### src/hw/rdsso_pkg.sv
// Package for the RDS block serial output stage: map, fields, constants.
// Assumes a 100 MHz core clock and a classic Wishbone register slave.
package rdsso_pkg;

  // Register byte offsets on the Wishbone bus.
  localparam int ADR_W = 5;
  localparam logic [ADR_W-1:0] ADR_CTRL = 5'h00;
  localparam logic [ADR_W-1:0] ADR_STATUS = 5'h04;
  localparam logic [ADR_W-1:0] ADR_IRQ_STAT = 5'h08;
  localparam logic [ADR_W-1:0] ADR_IRQ_EN = 5'h0c;
  localparam logic [ADR_W-1:0] ADR_IRQ_CLR = 5'h10;

  // Control register layout and reset value (setting 0, output enabled).
  localparam int CTRL_W = 3;
  localparam int CTRL_POL_BIT = 0;
  localparam int CTRL_SECOND_BIT = 1;
  localparam int CTRL_EN_BIT = 2;
  localparam logic [CTRL_W-1:0] CTRL_RESET = 3'h4;

  // Status register layout.
  localparam int STAT_W = 3;
  localparam int STAT_SEL_BIT = 0;
  localparam int STAT_SYNC_BIT = 1;
  localparam int STAT_BUSY_BIT = 2;

  // Interrupt status, enable and clear layout.
  localparam int IRQ_W = 4;
  localparam int IRQ_DONE_BIT = 0;
  localparam int IRQ_UNCORR_BIT = 1;
  localparam int IRQ_OVR_BIT = 2;
  localparam int IRQ_SEL_BIT = 3;

  // Serial frame format.
  localparam int FRAME_LEN = 24;
  localparam int FRAME_CNT_W = 5;
  localparam logic [FRAME_CNT_W-1:0] FRAME_LAST = 5'h17;
  localparam logic START_BIT_VAL = 1'b0;
  localparam logic [1:0] OFFSET_EXT_VAL = 2'b00;
  localparam logic [1:0] SECOND_BLOCK = 2'b01;
  localparam logic [FRAME_LEN-1:0] LINE_IDLE = 24'hffffff;

  // Correction, filtering and reset figures.
  localparam int BURST_W = 5;
  localparam logic [BURST_W-1:0] BURST_MAX = 5'h05;
  localparam logic [BURST_W-1:0] BURST_NONE = 5'h00;
  localparam int SEL_MATCH = 4;
  localparam int RST_HOLD = 4;
  localparam int RST_CNT_W = 3;

  // Output bit clock: half period in core cycles.
  localparam int OUT_HALF_CYCLES = 16;

  // Serializer states.
  typedef enum logic [0:0] {
    SER_IDLE = 1'b0,
    SER_SHIFT = 1'b1
  } rdsso_ser_e;

  // One received block from the synchroniser.
  typedef struct packed {
    logic [15:0] data;      // Raw information bits.
    logic [15:0] corr_data; // Information bits with the burst repaired.
    logic err;              // Syndrome nonzero.
    logic [BURST_W-1:0] burst_len; // Span of the error burst.
    logic version_b;        // Group version, high for B.
    logic [1:0] block_number; // Block position in the group.
  } rdsso_blk_s;

  // Integrity decision for one block.
  typedef struct packed {
    logic error_f;
    logic corr_f;
    logic use_corr;
  } rdsso_integ_s;

endpackage : rdsso_pkg

### src/hw/rdsso_clk_div.sv
// Divider giving a one-cycle tick every HALF core cycles while running.
// Assumes run_i is a level from the same clock domain.
module rdsso_clk_div
  import rdsso_pkg::*;
#(
  parameter int HALF = OUT_HALF_CYCLES
) (
  input wire logic clk_i, // Core clock.
  input wire logic rst_i, // Synchronous reset, active high.
  input wire logic run_i, // Divider runs while high.
  output logic tick_o     // One-cycle tick.
);

  localparam int CW = $clog2(HALF + 1);
  localparam logic [CW-1:0] CNT_LAST = CW'(HALF - 1);
  localparam logic [CW-1:0] CNT_ONE = CW'(1);

  logic [CW-1:0] cnt_reg, cnt_next; // Cycle counter.
  logic tick_reg, tick_next;        // Registered tick.

  // Counts while running and restarts from zero when stopped.
  always_comb begin
    cnt_next = '0;
    tick_next = 1'b0;
    if (run_i) begin
      if (cnt_reg == CNT_LAST) begin
        tick_next = 1'b1;
      end else begin
        cnt_next = cnt_reg + CNT_ONE;
      end
    end
  end

  // Registers the counter.
  always_ff @(posedge clk_i) begin
    if (rst_i) begin
      cnt_reg <= '0;
      tick_reg <= 1'b0;
    end else begin
      cnt_reg <= cnt_next;
      tick_reg <= tick_next;
    end
  end

  assign tick_o = tick_reg;

endmodule : rdsso_clk_div

### src/hw/rdsso_sel_filter.sv
// Sample filter for the correction-select level.
// Assumes the input is already synchronised and sample_en is a pulse.
module rdsso_sel_filter
  import rdsso_pkg::*;
#(
  parameter int MATCH = SEL_MATCH
) (
  input wire logic clk_i,      // Core clock.
  input wire logic rst_i,      // Synchronous reset, active high.
  input wire logic sample_en_i, // Take one sample now.
  input wire logic level_i,    // Synchronised select level.
  output logic filtered_o,     // Adopted select value.
  output logic changed_o       // Pulse when a new value is adopted.
);

  localparam int CW = $clog2(MATCH + 1);
  localparam logic [CW-1:0] CNT_FULL = CW'(MATCH);
  localparam logic [CW-1:0] CNT_ONE = CW'(1);

  logic cand_reg, cand_next;       // Value of the current sample run.
  logic [CW-1:0] cnt_reg, cnt_next; // Length of that run.
  logic filt_reg, filt_next;       // Adopted value.
  logic chg_reg, chg_next;         // Adoption pulse.

  // Counts runs of equal samples and adopts a value after a full run.
  always_comb begin
    cand_next = cand_reg;
    cnt_next = cnt_reg;
    filt_next = filt_reg;
    chg_next = 1'b0;
    if (sample_en_i) begin
      if (level_i == cand_reg) begin
        if (cnt_reg != CNT_FULL) begin
          cnt_next = cnt_reg + CNT_ONE;
        end
      end else begin
        cand_next = level_i;
        cnt_next = CNT_ONE;
      end
      if (cnt_next == CNT_FULL && cand_next != filt_reg) begin
        filt_next = cand_next;
        chg_next = 1'b1;
      end
    end
  end

  // Registers the filter state.
  always_ff @(posedge clk_i) begin
    if (rst_i) begin
      cand_reg <= 1'b0;
      cnt_reg <= '0;
      filt_reg <= 1'b0;
      chg_reg <= 1'b0;
    end else begin
      cand_reg <= cand_next;
      cnt_reg <= cnt_next;
      filt_reg <= filt_next;
      chg_reg <= chg_next;
    end
  end

  assign filtered_o = filt_reg;
  assign changed_o = chg_reg;

endmodule : rdsso_sel_filter

### src/hw/rdsso_top.sv
// Top of the RDS block serial output stage with its Wishbone registers.
// Assumes blocks arrive as single-cycle valid pulses from synchroniser
// logic on CLK_I; pins RESET_N_I, CORRECTION_SELECT_I and DEMOD_CLK_I are async.
//
// What this block does
// - Frame opens with a low start bit.
// - Error/correction flags encode block integrity.
// - Two offset extension bits sent low.
// - Version bit: low A, high B.
// - Two-bit block number, blocks one to four.
// - Sixteen data bits, fifteen down to zero.
// - Drive output clock with data and strobe.
// - Hunting: sample select per bit, four matches.
// - Synced: sample select per block, four matches.
// - Select may change anytime, no reset needed.
// - Select low passes, high corrects blocks.
// - Correct bursts up to five bits only.
// - Four settings: clock edge, strobe per block.
// - Reset pin low four cycles restarts.
//
// The implementer's own choices: the Wishbone interface to the registers and the address map.
module rdsso_top
  import rdsso_pkg::*;
#(
  parameter int HALF_BIT = OUT_HALF_CYCLES
) (
  input wire logic CLK_I,               // Core clock, 100 MHz.
  input wire logic RST_I,               // Synchronous reset, active high.
  input wire logic [ADR_W-1:0] ADR_I,   // Wishbone byte address.
  input wire logic [31:0] DAT_I,        // Wishbone write data.
  output logic [31:0] DAT_O,            // Wishbone read data.
  input wire logic WE_I,                // Wishbone write enable.
  input wire logic [3:0] SEL_I,         // Wishbone byte selects.
  input wire logic STB_I,               // Wishbone strobe.
  input wire logic CYC_I,               // Wishbone cycle.
  output logic ACK_O,                   // Wishbone acknowledge.
  output logic IRQ_O,                   // Level interrupt.
  input wire logic RESET_N_I,           // Reset pin, active low.
  input wire logic CORRECTION_SELECT_I,          // Correction select pin.
  input wire logic DEMOD_CLK_I,         // Demodulated bit clock pin.
  input wire logic SYNC_I,              // Block sync achieved.
  input wire logic BLK_VALID_I,         // Block start pulse.
  input wire rdsso_blk_s BLK_I,         // Received block.
  output logic DATA_O,                  // Serial data out.
  output logic CLK_OUT_O,               // Serial clock out.
  output logic DATA_START_O             // Block start strobe.
);

  // Integrity decision for a block, given the filtered select.
  function automatic rdsso_integ_s integ(input rdsso_blk_s b,
                                         input logic corr_en);
    rdsso_integ_s r;
    r = '0;
    if (!b.err) begin
      r = '0;
    end else if (corr_en && b.burst_len != BURST_NONE &&
                 b.burst_len <= BURST_MAX) begin
      r.corr_f = 1'b1;
      r.use_corr = 1'b1;
    end else begin
      r.error_f = 1'b1;
      r.corr_f = 1'b1;
    end
    return r;
  endfunction : integ

  // Pin synchronisers; the first stage feeds only the second.
  logic rstn_s1, rstn_s2;   // Reset pin stages.
  logic sel_s1, sel_s2;     // Select pin stages.
  logic dclk_s1, dclk_s2;   // Bit clock stages.
  logic dclk_d;             // Delayed bit clock for edge finding.

  // Registers every pin through two flip-flops.
  always_ff @(posedge CLK_I) begin
    if (RST_I) begin
      rstn_s1 <= 1'b1;
      rstn_s2 <= 1'b1;
      sel_s1 <= 1'b0;
      sel_s2 <= 1'b0;
      dclk_s1 <= 1'b0;
      dclk_s2 <= 1'b0;
      dclk_d <= 1'b0;
    end else begin
      rstn_s1 <= RESET_N_I;
      rstn_s2 <= rstn_s1;
      sel_s1 <= CORRECTION_SELECT_I;
      sel_s2 <= sel_s1;
      dclk_s1 <= DEMOD_CLK_I;
      dclk_s2 <= dclk_s1;
      dclk_d <= dclk_s2;
    end
  end

  // Reset pin hold counter.
  localparam logic [RST_CNT_W-1:0] RST_FULL = RST_CNT_W'(RST_HOLD);
  localparam logic [RST_CNT_W-1:0] RST_ONE = RST_CNT_W'(1);
  logic [RST_CNT_W-1:0] rcnt_reg, rcnt_next; // Low cycles seen.
  logic soft_rst;                            // Internal reset.

  always_comb begin
    rcnt_next = '0;
    if (!rstn_s2) begin
      rcnt_next = (rcnt_reg == RST_FULL) ? rcnt_reg : rcnt_reg + RST_ONE;
    end
  end

  // Registers the hold counter; the bus reset clears it, not soft_rst.
  always_ff @(posedge CLK_I) begin
    if (RST_I) begin
      rcnt_reg <= '0;
    end else begin
      rcnt_reg <= rcnt_next;
    end
  end

  assign soft_rst = RST_I || (rcnt_reg == RST_FULL);

  // Correction-select filter.
  logic bit_tick;   // Rising edge of the demodulated bit clock.
  logic sel_sample; // Sample moment for the filter.
  logic corr_en;    // Filtered select.
  logic sel_changed; // Adoption pulse.

  assign bit_tick = dclk_s2 && !dclk_d;
  assign sel_sample = SYNC_I ? BLK_VALID_I : bit_tick;

  rdsso_sel_filter #(
    .MATCH(SEL_MATCH)
  ) u_filter (
    .clk_i(CLK_I),
    .rst_i(soft_rst),
    .sample_en_i(sel_sample),
    .level_i(sel_s2),
    .filtered_o(corr_en),
    .changed_o(sel_changed)
  );

  // Serializer state.
  rdsso_ser_e st_reg, st_next;                // Serializer state.
  logic [FRAME_LEN-1:0] sh_reg, sh_next;      // Frame shift register.
  logic [FRAME_CNT_W-1:0] bc_reg, bc_next;    // Bit index.
  logic ph_reg, ph_next;                      // High in second half-bit.
  logic ds_reg, ds_next;                      // Start strobe.
  logic half_tick;                            // Half-bit enable.
  logic load;                                 // Frame taken.
  logic overrun;                              // Block lost while busy.
  logic uncorr;                               // Uncorrectable block.
  logic frame_done;                           // Last bit ended.
  logic [CTRL_W-1:0] ctrl_reg, ctrl_next;     // Control register.
  rdsso_integ_s in_integ;                     // Decision for BLK_I.
  logic [15:0] out_data;                      // Data bits to send.

  assign in_integ = integ(BLK_I, corr_en);
  assign out_data = in_integ.use_corr ? BLK_I.corr_data : BLK_I.data;
  assign load = BLK_VALID_I && (st_reg == SER_IDLE) && ctrl_reg[CTRL_EN_BIT];
  assign overrun = BLK_VALID_I && (st_reg == SER_SHIFT);
  assign uncorr = load && in_integ.error_f;
  assign frame_done = half_tick && ph_reg && (bc_reg == FRAME_LAST);

  rdsso_clk_div #(
    .HALF(HALF_BIT)
  ) u_div (
    .clk_i(CLK_I),
    .rst_i(soft_rst),
    .run_i(st_reg == SER_SHIFT),
    .tick_o(half_tick)
  );

  // Loads a frame, then shifts one bit per two half-bit ticks.
  always_comb begin
    st_next = st_reg;
    sh_next = sh_reg;
    bc_next = bc_reg;
    ph_next = ph_reg;
    ds_next = ds_reg;
    case (st_reg)
      SER_IDLE: begin
        if (load) begin
          sh_next = {START_BIT_VAL, in_integ.error_f, in_integ.corr_f,
                     OFFSET_EXT_VAL, BLK_I.version_b, BLK_I.block_number,
                     out_data};
          bc_next = '0;
          ph_next = 1'b0;
          st_next = SER_SHIFT;
          ds_next = !ctrl_reg[CTRL_SECOND_BIT] ||
                    (BLK_I.block_number == SECOND_BLOCK);
        end
      end
      SER_SHIFT: begin
        if (half_tick) begin
          if (!ph_reg) begin
            // Active edge falls in the middle of the bit.
            ph_next = 1'b1;
          end else begin
            ph_next = 1'b0;
            ds_next = 1'b0;
            sh_next = {sh_reg[FRAME_LEN-2:0], 1'b1};
            bc_next = bc_reg + 5'h01;
            if (bc_reg == FRAME_LAST) begin
              st_next = SER_IDLE;
              sh_next = LINE_IDLE;
              bc_next = '0;
            end
          end
        end
      end
      default: begin
        st_next = SER_IDLE;
      end
    endcase
  end

  // Registers the serializer.
  always_ff @(posedge CLK_I) begin
    if (soft_rst) begin
      st_reg <= SER_IDLE;
      sh_reg <= LINE_IDLE;
      bc_reg <= '0;
      ph_reg <= 1'b0;
      ds_reg <= 1'b0;
    end else begin
      st_reg <= st_next;
      sh_reg <= sh_next;
      bc_reg <= bc_next;
      ph_reg <= ph_next;
      ds_reg <= ds_next;
    end
  end

  assign DATA_O = sh_reg[FRAME_LEN-1];
  assign CLK_OUT_O = ctrl_reg[CTRL_POL_BIT] ? ph_reg : !ph_reg;
  assign DATA_START_O = ds_reg;

  // Wishbone slave and interrupt registers.
  logic ack_reg, ack_next;              // Acknowledge.
  logic [31:0] dat_reg, dat_next;       // Read data.
  logic [IRQ_W-1:0] ist_reg, ist_next;  // Sticky event bits.
  logic [IRQ_W-1:0] ien_reg, ien_next;  // Interrupt enables.
  logic [IRQ_W-1:0] events;             // Events this cycle.
  logic [IRQ_W-1:0] clr;                // Clear bits written.
  logic req;                            // Request pending.
  logic wr;                             // Write taking effect.
  logic [STAT_W-1:0] status;            // Live status.

  assign req = CYC_I && STB_I;
  assign wr = req && ack_reg && WE_I && SEL_I[0];
  assign events = {sel_changed, overrun, uncorr, frame_done};
  assign status = {st_reg == SER_SHIFT, SYNC_I, corr_en};

  // Decodes the bus, updates control and event bits.
  always_comb begin
    ack_next = req && !ack_reg;
    dat_next = dat_reg;
    ctrl_next = ctrl_reg;
    ien_next = ien_reg;
    clr = '0;
    if (req && !ack_reg) begin
      if (ADR_I == ADR_CTRL) begin
        dat_next = {29'h0, ctrl_reg};
      end else if (ADR_I == ADR_STATUS) begin
        dat_next = {29'h0, status};
      end else if (ADR_I == ADR_IRQ_STAT) begin
        dat_next = {28'h0, ist_reg};
      end else if (ADR_I == ADR_IRQ_EN) begin
        dat_next = {28'h0, ien_reg};
      end else begin
        dat_next = 32'h0;
      end
    end
    if (wr) begin
      if (ADR_I == ADR_CTRL) begin
        ctrl_next = DAT_I[CTRL_W-1:0];
      end else if (ADR_I == ADR_IRQ_EN) begin
        ien_next = DAT_I[IRQ_W-1:0];
      end else if (ADR_I == ADR_IRQ_CLR) begin
        clr = DAT_I[IRQ_W-1:0];
      end
    end
    // A new event wins over a clear in the same cycle.
    ist_next = (ist_reg & ~clr) | events;
  end

  // Registers the bus side.
  always_ff @(posedge CLK_I) begin
    if (soft_rst) begin
      ack_reg <= 1'b0;
      dat_reg <= 32'h0;
      ctrl_reg <= CTRL_RESET;
      ist_reg <= '0;
      ien_reg <= '0;
    end else begin
      ack_reg <= ack_next;
      dat_reg <= dat_next;
      ctrl_reg <= ctrl_next;
      ist_reg <= ist_next;
      ien_reg <= ien_next;
    end
  end

  assign ACK_O = ack_reg;
  assign DAT_O = dat_reg;
  assign IRQ_O = |(ist_reg & ien_reg);

endmodule : rdsso_top

### config.mk
export PLATFORM = sky130hd
export DESIGN_NAME = rdsso_top
export DESIGN_NICKNAME = d
export VERILOG_FILES = /design/src/hw/rdsso_pkg.sv /design/src/hw/rdsso_clk_div.sv /design/src/hw/rdsso_sel_filter.sv /design/src/hw/rdsso_top.sv
export SDC_FILE = /design/constraint.sdc
export NUM_CORES = 1
export LEC_CHECK = 0
export BUFFER_PORTS_ARGS = -buffer_cell sky130_fd_sc_hd__buf_2
export CAP_MARGIN = 20
export CORE_UTILIZATION = 49
export CTS_BUF_LIST = sky130_fd_sc_hd__clkbuf_16
export DETAILED_ROUTE_END_ITERATION = 6
export PLACE_DENSITY_LB_ADDON = 0.1
export SYNTH_ARGS = -nofsm -noshare
export SYNTH_HDL_FRONTEND = slang
export SYNTH_SLANG_ARGS = --single-unit
export TNS_END_PERCENT = 100
### constraint.sdc
create_clock -name CLK_I -period 1.8 [get_ports CLK_I]
set_input_delay 0.54 -clock CLK_I [delete_from_list [all_inputs] [get_ports CLK_I]]
set_output_delay 0.54 -clock CLK_I [all_outputs]
set_load 0.1 [all_outputs]
Word level (Yosys, flattened, before mapping)
Index checks and enable logic that the tools add are counted.
- register bits: 98
- bits of input ports: 92
- output and inout port bits: 37
- word-level logic and storage cells: 128
- $add $sub $neg: 4
- order comparisons: 1
- eq/ne operators: 15
- muxes and demuxes: 44
- bitwise operators: 7
- reductions and logical operators: 33
- operators by type and width (cell ; number):
    24-bit 2-to-1 mux ; 4
    24-bit case mux with 2 select lines ; 1
    4-bit 2-to-1 mux ; 8
    5-bit 2-to-1 mux ; 4
    1-bit 2-to-1 mux ; 18
    16-bit 2-to-1 mux ; 1
    5-bit by 4-bit == test with 1-bit output, second input constant ; 3
    1-bit logical AND ; 15
    3-bit 2-to-1 mux ; 4
    5-bit by 1-bit adder with 5-bit output, second input constant ; 2
    5-bit == test, second input constant ; 2
    5-bit case mux with 2 select lines ; 1
    4-bit AND ; 2
    3-bit by 1-bit adder with 3-bit output, second input constant ; 2
    3-bit == test, second input constant ; 2
    1-bit case mux with 2 select lines ; 3
    2-bit AND reduction ; 3
    3-bit AND reduction ; 2
    2-bit OR reduction ; 3
    5-bit by 3-bit == test with 1-bit output, second input constant ; 1
    5-bit by 3-bit <= comparator with 1-bit output, second input constant ; 1
    5-bit zero test ; 1
    5-bit nonzero test ; 1
    1-bit zero test ; 4
    other kinds (12) ; 16

Logic depth before layout (Yosys ltp)
- word-level depth: 8
- depth in mapped cells: 7

By module
A second synthesis with hierarchy kept.
- cell total of the unflattened synthesis: 409
- area total of the unflattened synthesis: 3574.7 sq um
- modules (own cells, without submodules) (module ; times used ; cells an instance ; area each (sq um) ; seq. area each (sq um)):
    rdsso_top ; 1 ; 349 ; 2990.4 ; 1161.1
    rdsso_sel_filter ; 1 ; 38 ; 344.1 ; 120.1
    rdsso_clk_div ; 1 ; 22 ; 240.2 ; 120.1

Worst setup path after synthesis
OpenSTA, ideal clock, no wires.
- path kind: reg-to-output
- start: reg ph_reg
- end: out CLK_OUT_O
- arrival time: 1.907 ns
- data required time: 1.260 ns
- slack: -0.647 ns
- cell stages (with the launch flop): 2
- buffers on the path: 0
- cells stage by stage: dfxtp_1 -> xnor2_1
- longest elaborated chain between the ends: 2
- ends and longest elaborated chain (what ; RTL line ; RTL):
    from (decl) ; rdsso_top.sv:142 ; logic ph_reg, ph_next;
    from (signal assigned) ; rdsso_top.sv:225 ; ph_reg <= ph_next;
    1-bit zero test ; rdsso_top.sv:231 ; assign CLK_OUT_O = ctrl_reg[CTRL_POL_BIT] ? ph_reg : !ph_reg;
    1-bit 2-to-1 mux * ; rdsso_top.sv:231 ;
    to (decl) ; rdsso_top.sv:45 ; output logic CLK_OUT_O,
Every way passes the cells marked *; elsewhere a longest branch is shown, timed or not.

Final worst setup path
- start: reg ack_reg (netlist: ACK_O)
- end: out ACK_O
- RTL lines (what ; RTL line ; RTL):
    from (decl) ; rdsso_top.sv:235 ; logic ack_reg, ack_next;
    from (signal assigned) ; rdsso_top.sv:292 ; ack_reg <= ack_next;
    to (decl) ; rdsso_top.sv:36 ; output logic ACK_O,
No word-level cell between the ends.

==> results.ini <==
[clock_tree]
root_buffer = clkbuf_16
h-tree-depth = 3
cts_buffers = 9
tritoncts = built
clk_pin_slew_ns = 0.05
clock_path_buffers = 2
cts_sinks = 70
postCtsHoldBufs = 0
worstSkewPairLatency_ns = 0.33

[critical_path]
crit_end = ACK_O
arrival_ns = 1.19
crit_fanout = 5
r2r-end = bc_reg[3]
critPathLaunchType = flip-flop
critPathCaptureType = primary output
r2r_slack_ns = 0.17
cp_top_family = buffers and inverters
path_cells = buf_2
crit_path_max_incr_delay_ns = 0.46
startpoint = ACK_O
r2r_start = ph_reg
cp_num_cells = 1
critPathRequiredTime_ns = 1.26
worst-path-buf-inv = 1
crit_type = flip-flop to primary output
cpMaxStageDelayCell = buf_2
ff2ff_path_depth = 4

[die]
die_w_microns = 85.6
core_area_sq_um = 6760
start_util = 0.506
row_count = 30
fp.dieArea_sq_um = 7320
ios = 129
die_height_microns = 85.6

[grt]
grt_pass1_wl_mm = 12.7
grt_pass1_vias = 2792
overflow = 0
grt_max_degree = 30
antenna_found_initial = 0
grt.total_usage = 0.220

[detailed_routing]
drtAntennaViolNets = 0
viasPerCell = 5.44
routed_wl_mm = 7.62
dr.pass1.iters = 4
wl_per_cell_microns = 13.7
vias = 3033
first_iter_violations = 212
drc_errors = 0

[logic_synthesis]
ys_seq_elements = 70
synth_xor_area_frac = 0.0179
synth-compound-area-share = 0.225
synthDistinctLibCells = 43
syn_avg_cell_area_sq_um = 8.66
synth-adder-area-share = 0.0329
synthesis.area_sq_um = 3420
synth-simple-area-share = 0.159
syn-instance-count = 395
synth_top_family_by_area = compound AO/OA/AOI/OAI gates
seq_area_frac_synth = 0.410
synth_top_area_frac = 0.410
synthMuxAreaShare = 0.0519
synth_area_leaders = dfxtp_1, a21oi_1, buf_4
yosys_warnings = 0
synth_area_leader_cell = dfxtp_1

[final_layout]
synthToLayoutAreaGrowth_pct = 20.9
mostFrequentLayoutCell = dfxtp_1
n_antenna_cell = 0
layout.nets = 575
largest_reg_flops = 24
drive_above_1_share = 0.247
layout_common_cells = dfxtp_1, buf_2, a21oi_1, o21ai_0, conb_1

[placement]
io_buffers = 69
place_ws_ns = 0.0187
place_congestion = 0.798
hpwl_mm = 5.41

[timing]
hold_viol_final = 0
setup_viol = 0
setup_ws_ns = 0.0706
fin_crit_sh = 0.961
tns_ns = 0
worst_slew_pin_slew_ns = 0.568
skew_ns = 0.00643
slew_headroom = 0.618
clock.fmax_mhz = 578
slew_viol_final = 0
rsz0062_at_grt = false
timing.final.crit_period_ns = 1.73

[pwr]
power.density_nw_per_um2 = 949
power_leakage_uw = 0.00188
irDropWorstVdd_mv = 0.608

[flow_run]
cap_violations = 0

[status]
outcome = finished clean

[hold_path]
worst_hold_path_type = input port to flip-flop

-- report_power, final --
part	switching, uW	total (uW)	leakage [uW]	internal (uW)
Combinational	517	707	0.00119	190
Sequential	41.0	1670	0.000573	1620
Clock	636	1550	0.000119	917
Total	1190	3930	0.00188	2730
-- timing repair --
action                     4_1_cts  5_1_grt
resized for setup                1        0
buffers inserted                 0        0
setup endpoints to repair        1        0
-- cells by family after synthesis --
logic type	Yosys count
flip-flops	70
buffers and inverters	62
AND/OR/NAND/NOR	103
adder cells (fa/ha/maj)	9
AO/OA/AOI/OAI	129
XOR/XNOR	7
other	1
multiplexers	14
-- layer usage --
metal  vias up  GRT usage  routed length [microns]
met1      1419      0.282                     3560
met3         8     0.0703                      301
li1       1536          -                        -
met2        70      0.361                     3700
met5         -          0                        0
met4         0     0.0561                       55
-- how the worst min path moves through the flow --
stage	start	endpoint	slack (ns)	depth (start not counted)
global route	RESET_N_I	rstn_s1	0.39	2
detailed placement	rstn_s1	rstn_s2	0.42	1
finish	RESET_N_I	rstn_s1	0.39	2
CTS	RESET_N_I	rstn_s1	0.38	2
global placement	rstn_s1	rstn_s2	0.39	1
floorplan	rstn_s1	rstn_s2	0.39	1
-- synthesized netlist by cell type (all sizes together) --
library cell   n
dfxtp         70
o21ai         49
a21oi         47
buf           40
nor2          25
nand2         19
nand3         17
a41o          15
clkbuf        11
inv           11
mux2i         11
ha             9
nor3           9
a22oi          7
nor2b          5
and3           4
o221ai         4
or3            4
xnor2          4
mux4           3
nand2b         3
nand3b         3
or2            3
xor2           3
a211oi         2
a31oi          2
and3b          2
nand4          2
a21boi         1
and4           1
and4b          1
conb           1
nand4b         1
nor3b          1
nor4           1
nor4b          1
o21a           1
o31a           1
or4b           1
-- through the flow --
step / hold WS, ns / utilization / cell area [sq um] / total power, uW / instances
floorplan: 0.389 / - / 3540 / 2280 / 422
global placement: 0.392 / 0.573 / 3870 / 2390 / 543
detailed placement: 0.418 / 0.573 / 3870 / 2400 / 543
CTS: 0.382 / 0.612 / 4140 / 3970 / 558
global route: 0.386 / 0.612 / 4140 / 4090 / 558
finish: 0.393 / 0.612 / 4140 / 3930 / 558
-- area by class of cell --
| cell class | count | area (sq um) |
|---|---|---|
| inverter | 11 | 41.3 |
| clock inverter | 6 | 40.0 |
| sequential | 70 | 1400 |
| tap | 80 | 100 |
| multi-input combinational | 290 | 1790 |
| clock buffer | 9 | 225 |
| fill | 612 | 2620 |
| timing repair buffer | 92 | 536 |
No activity file was read; power rests on OpenSTA's default activity.
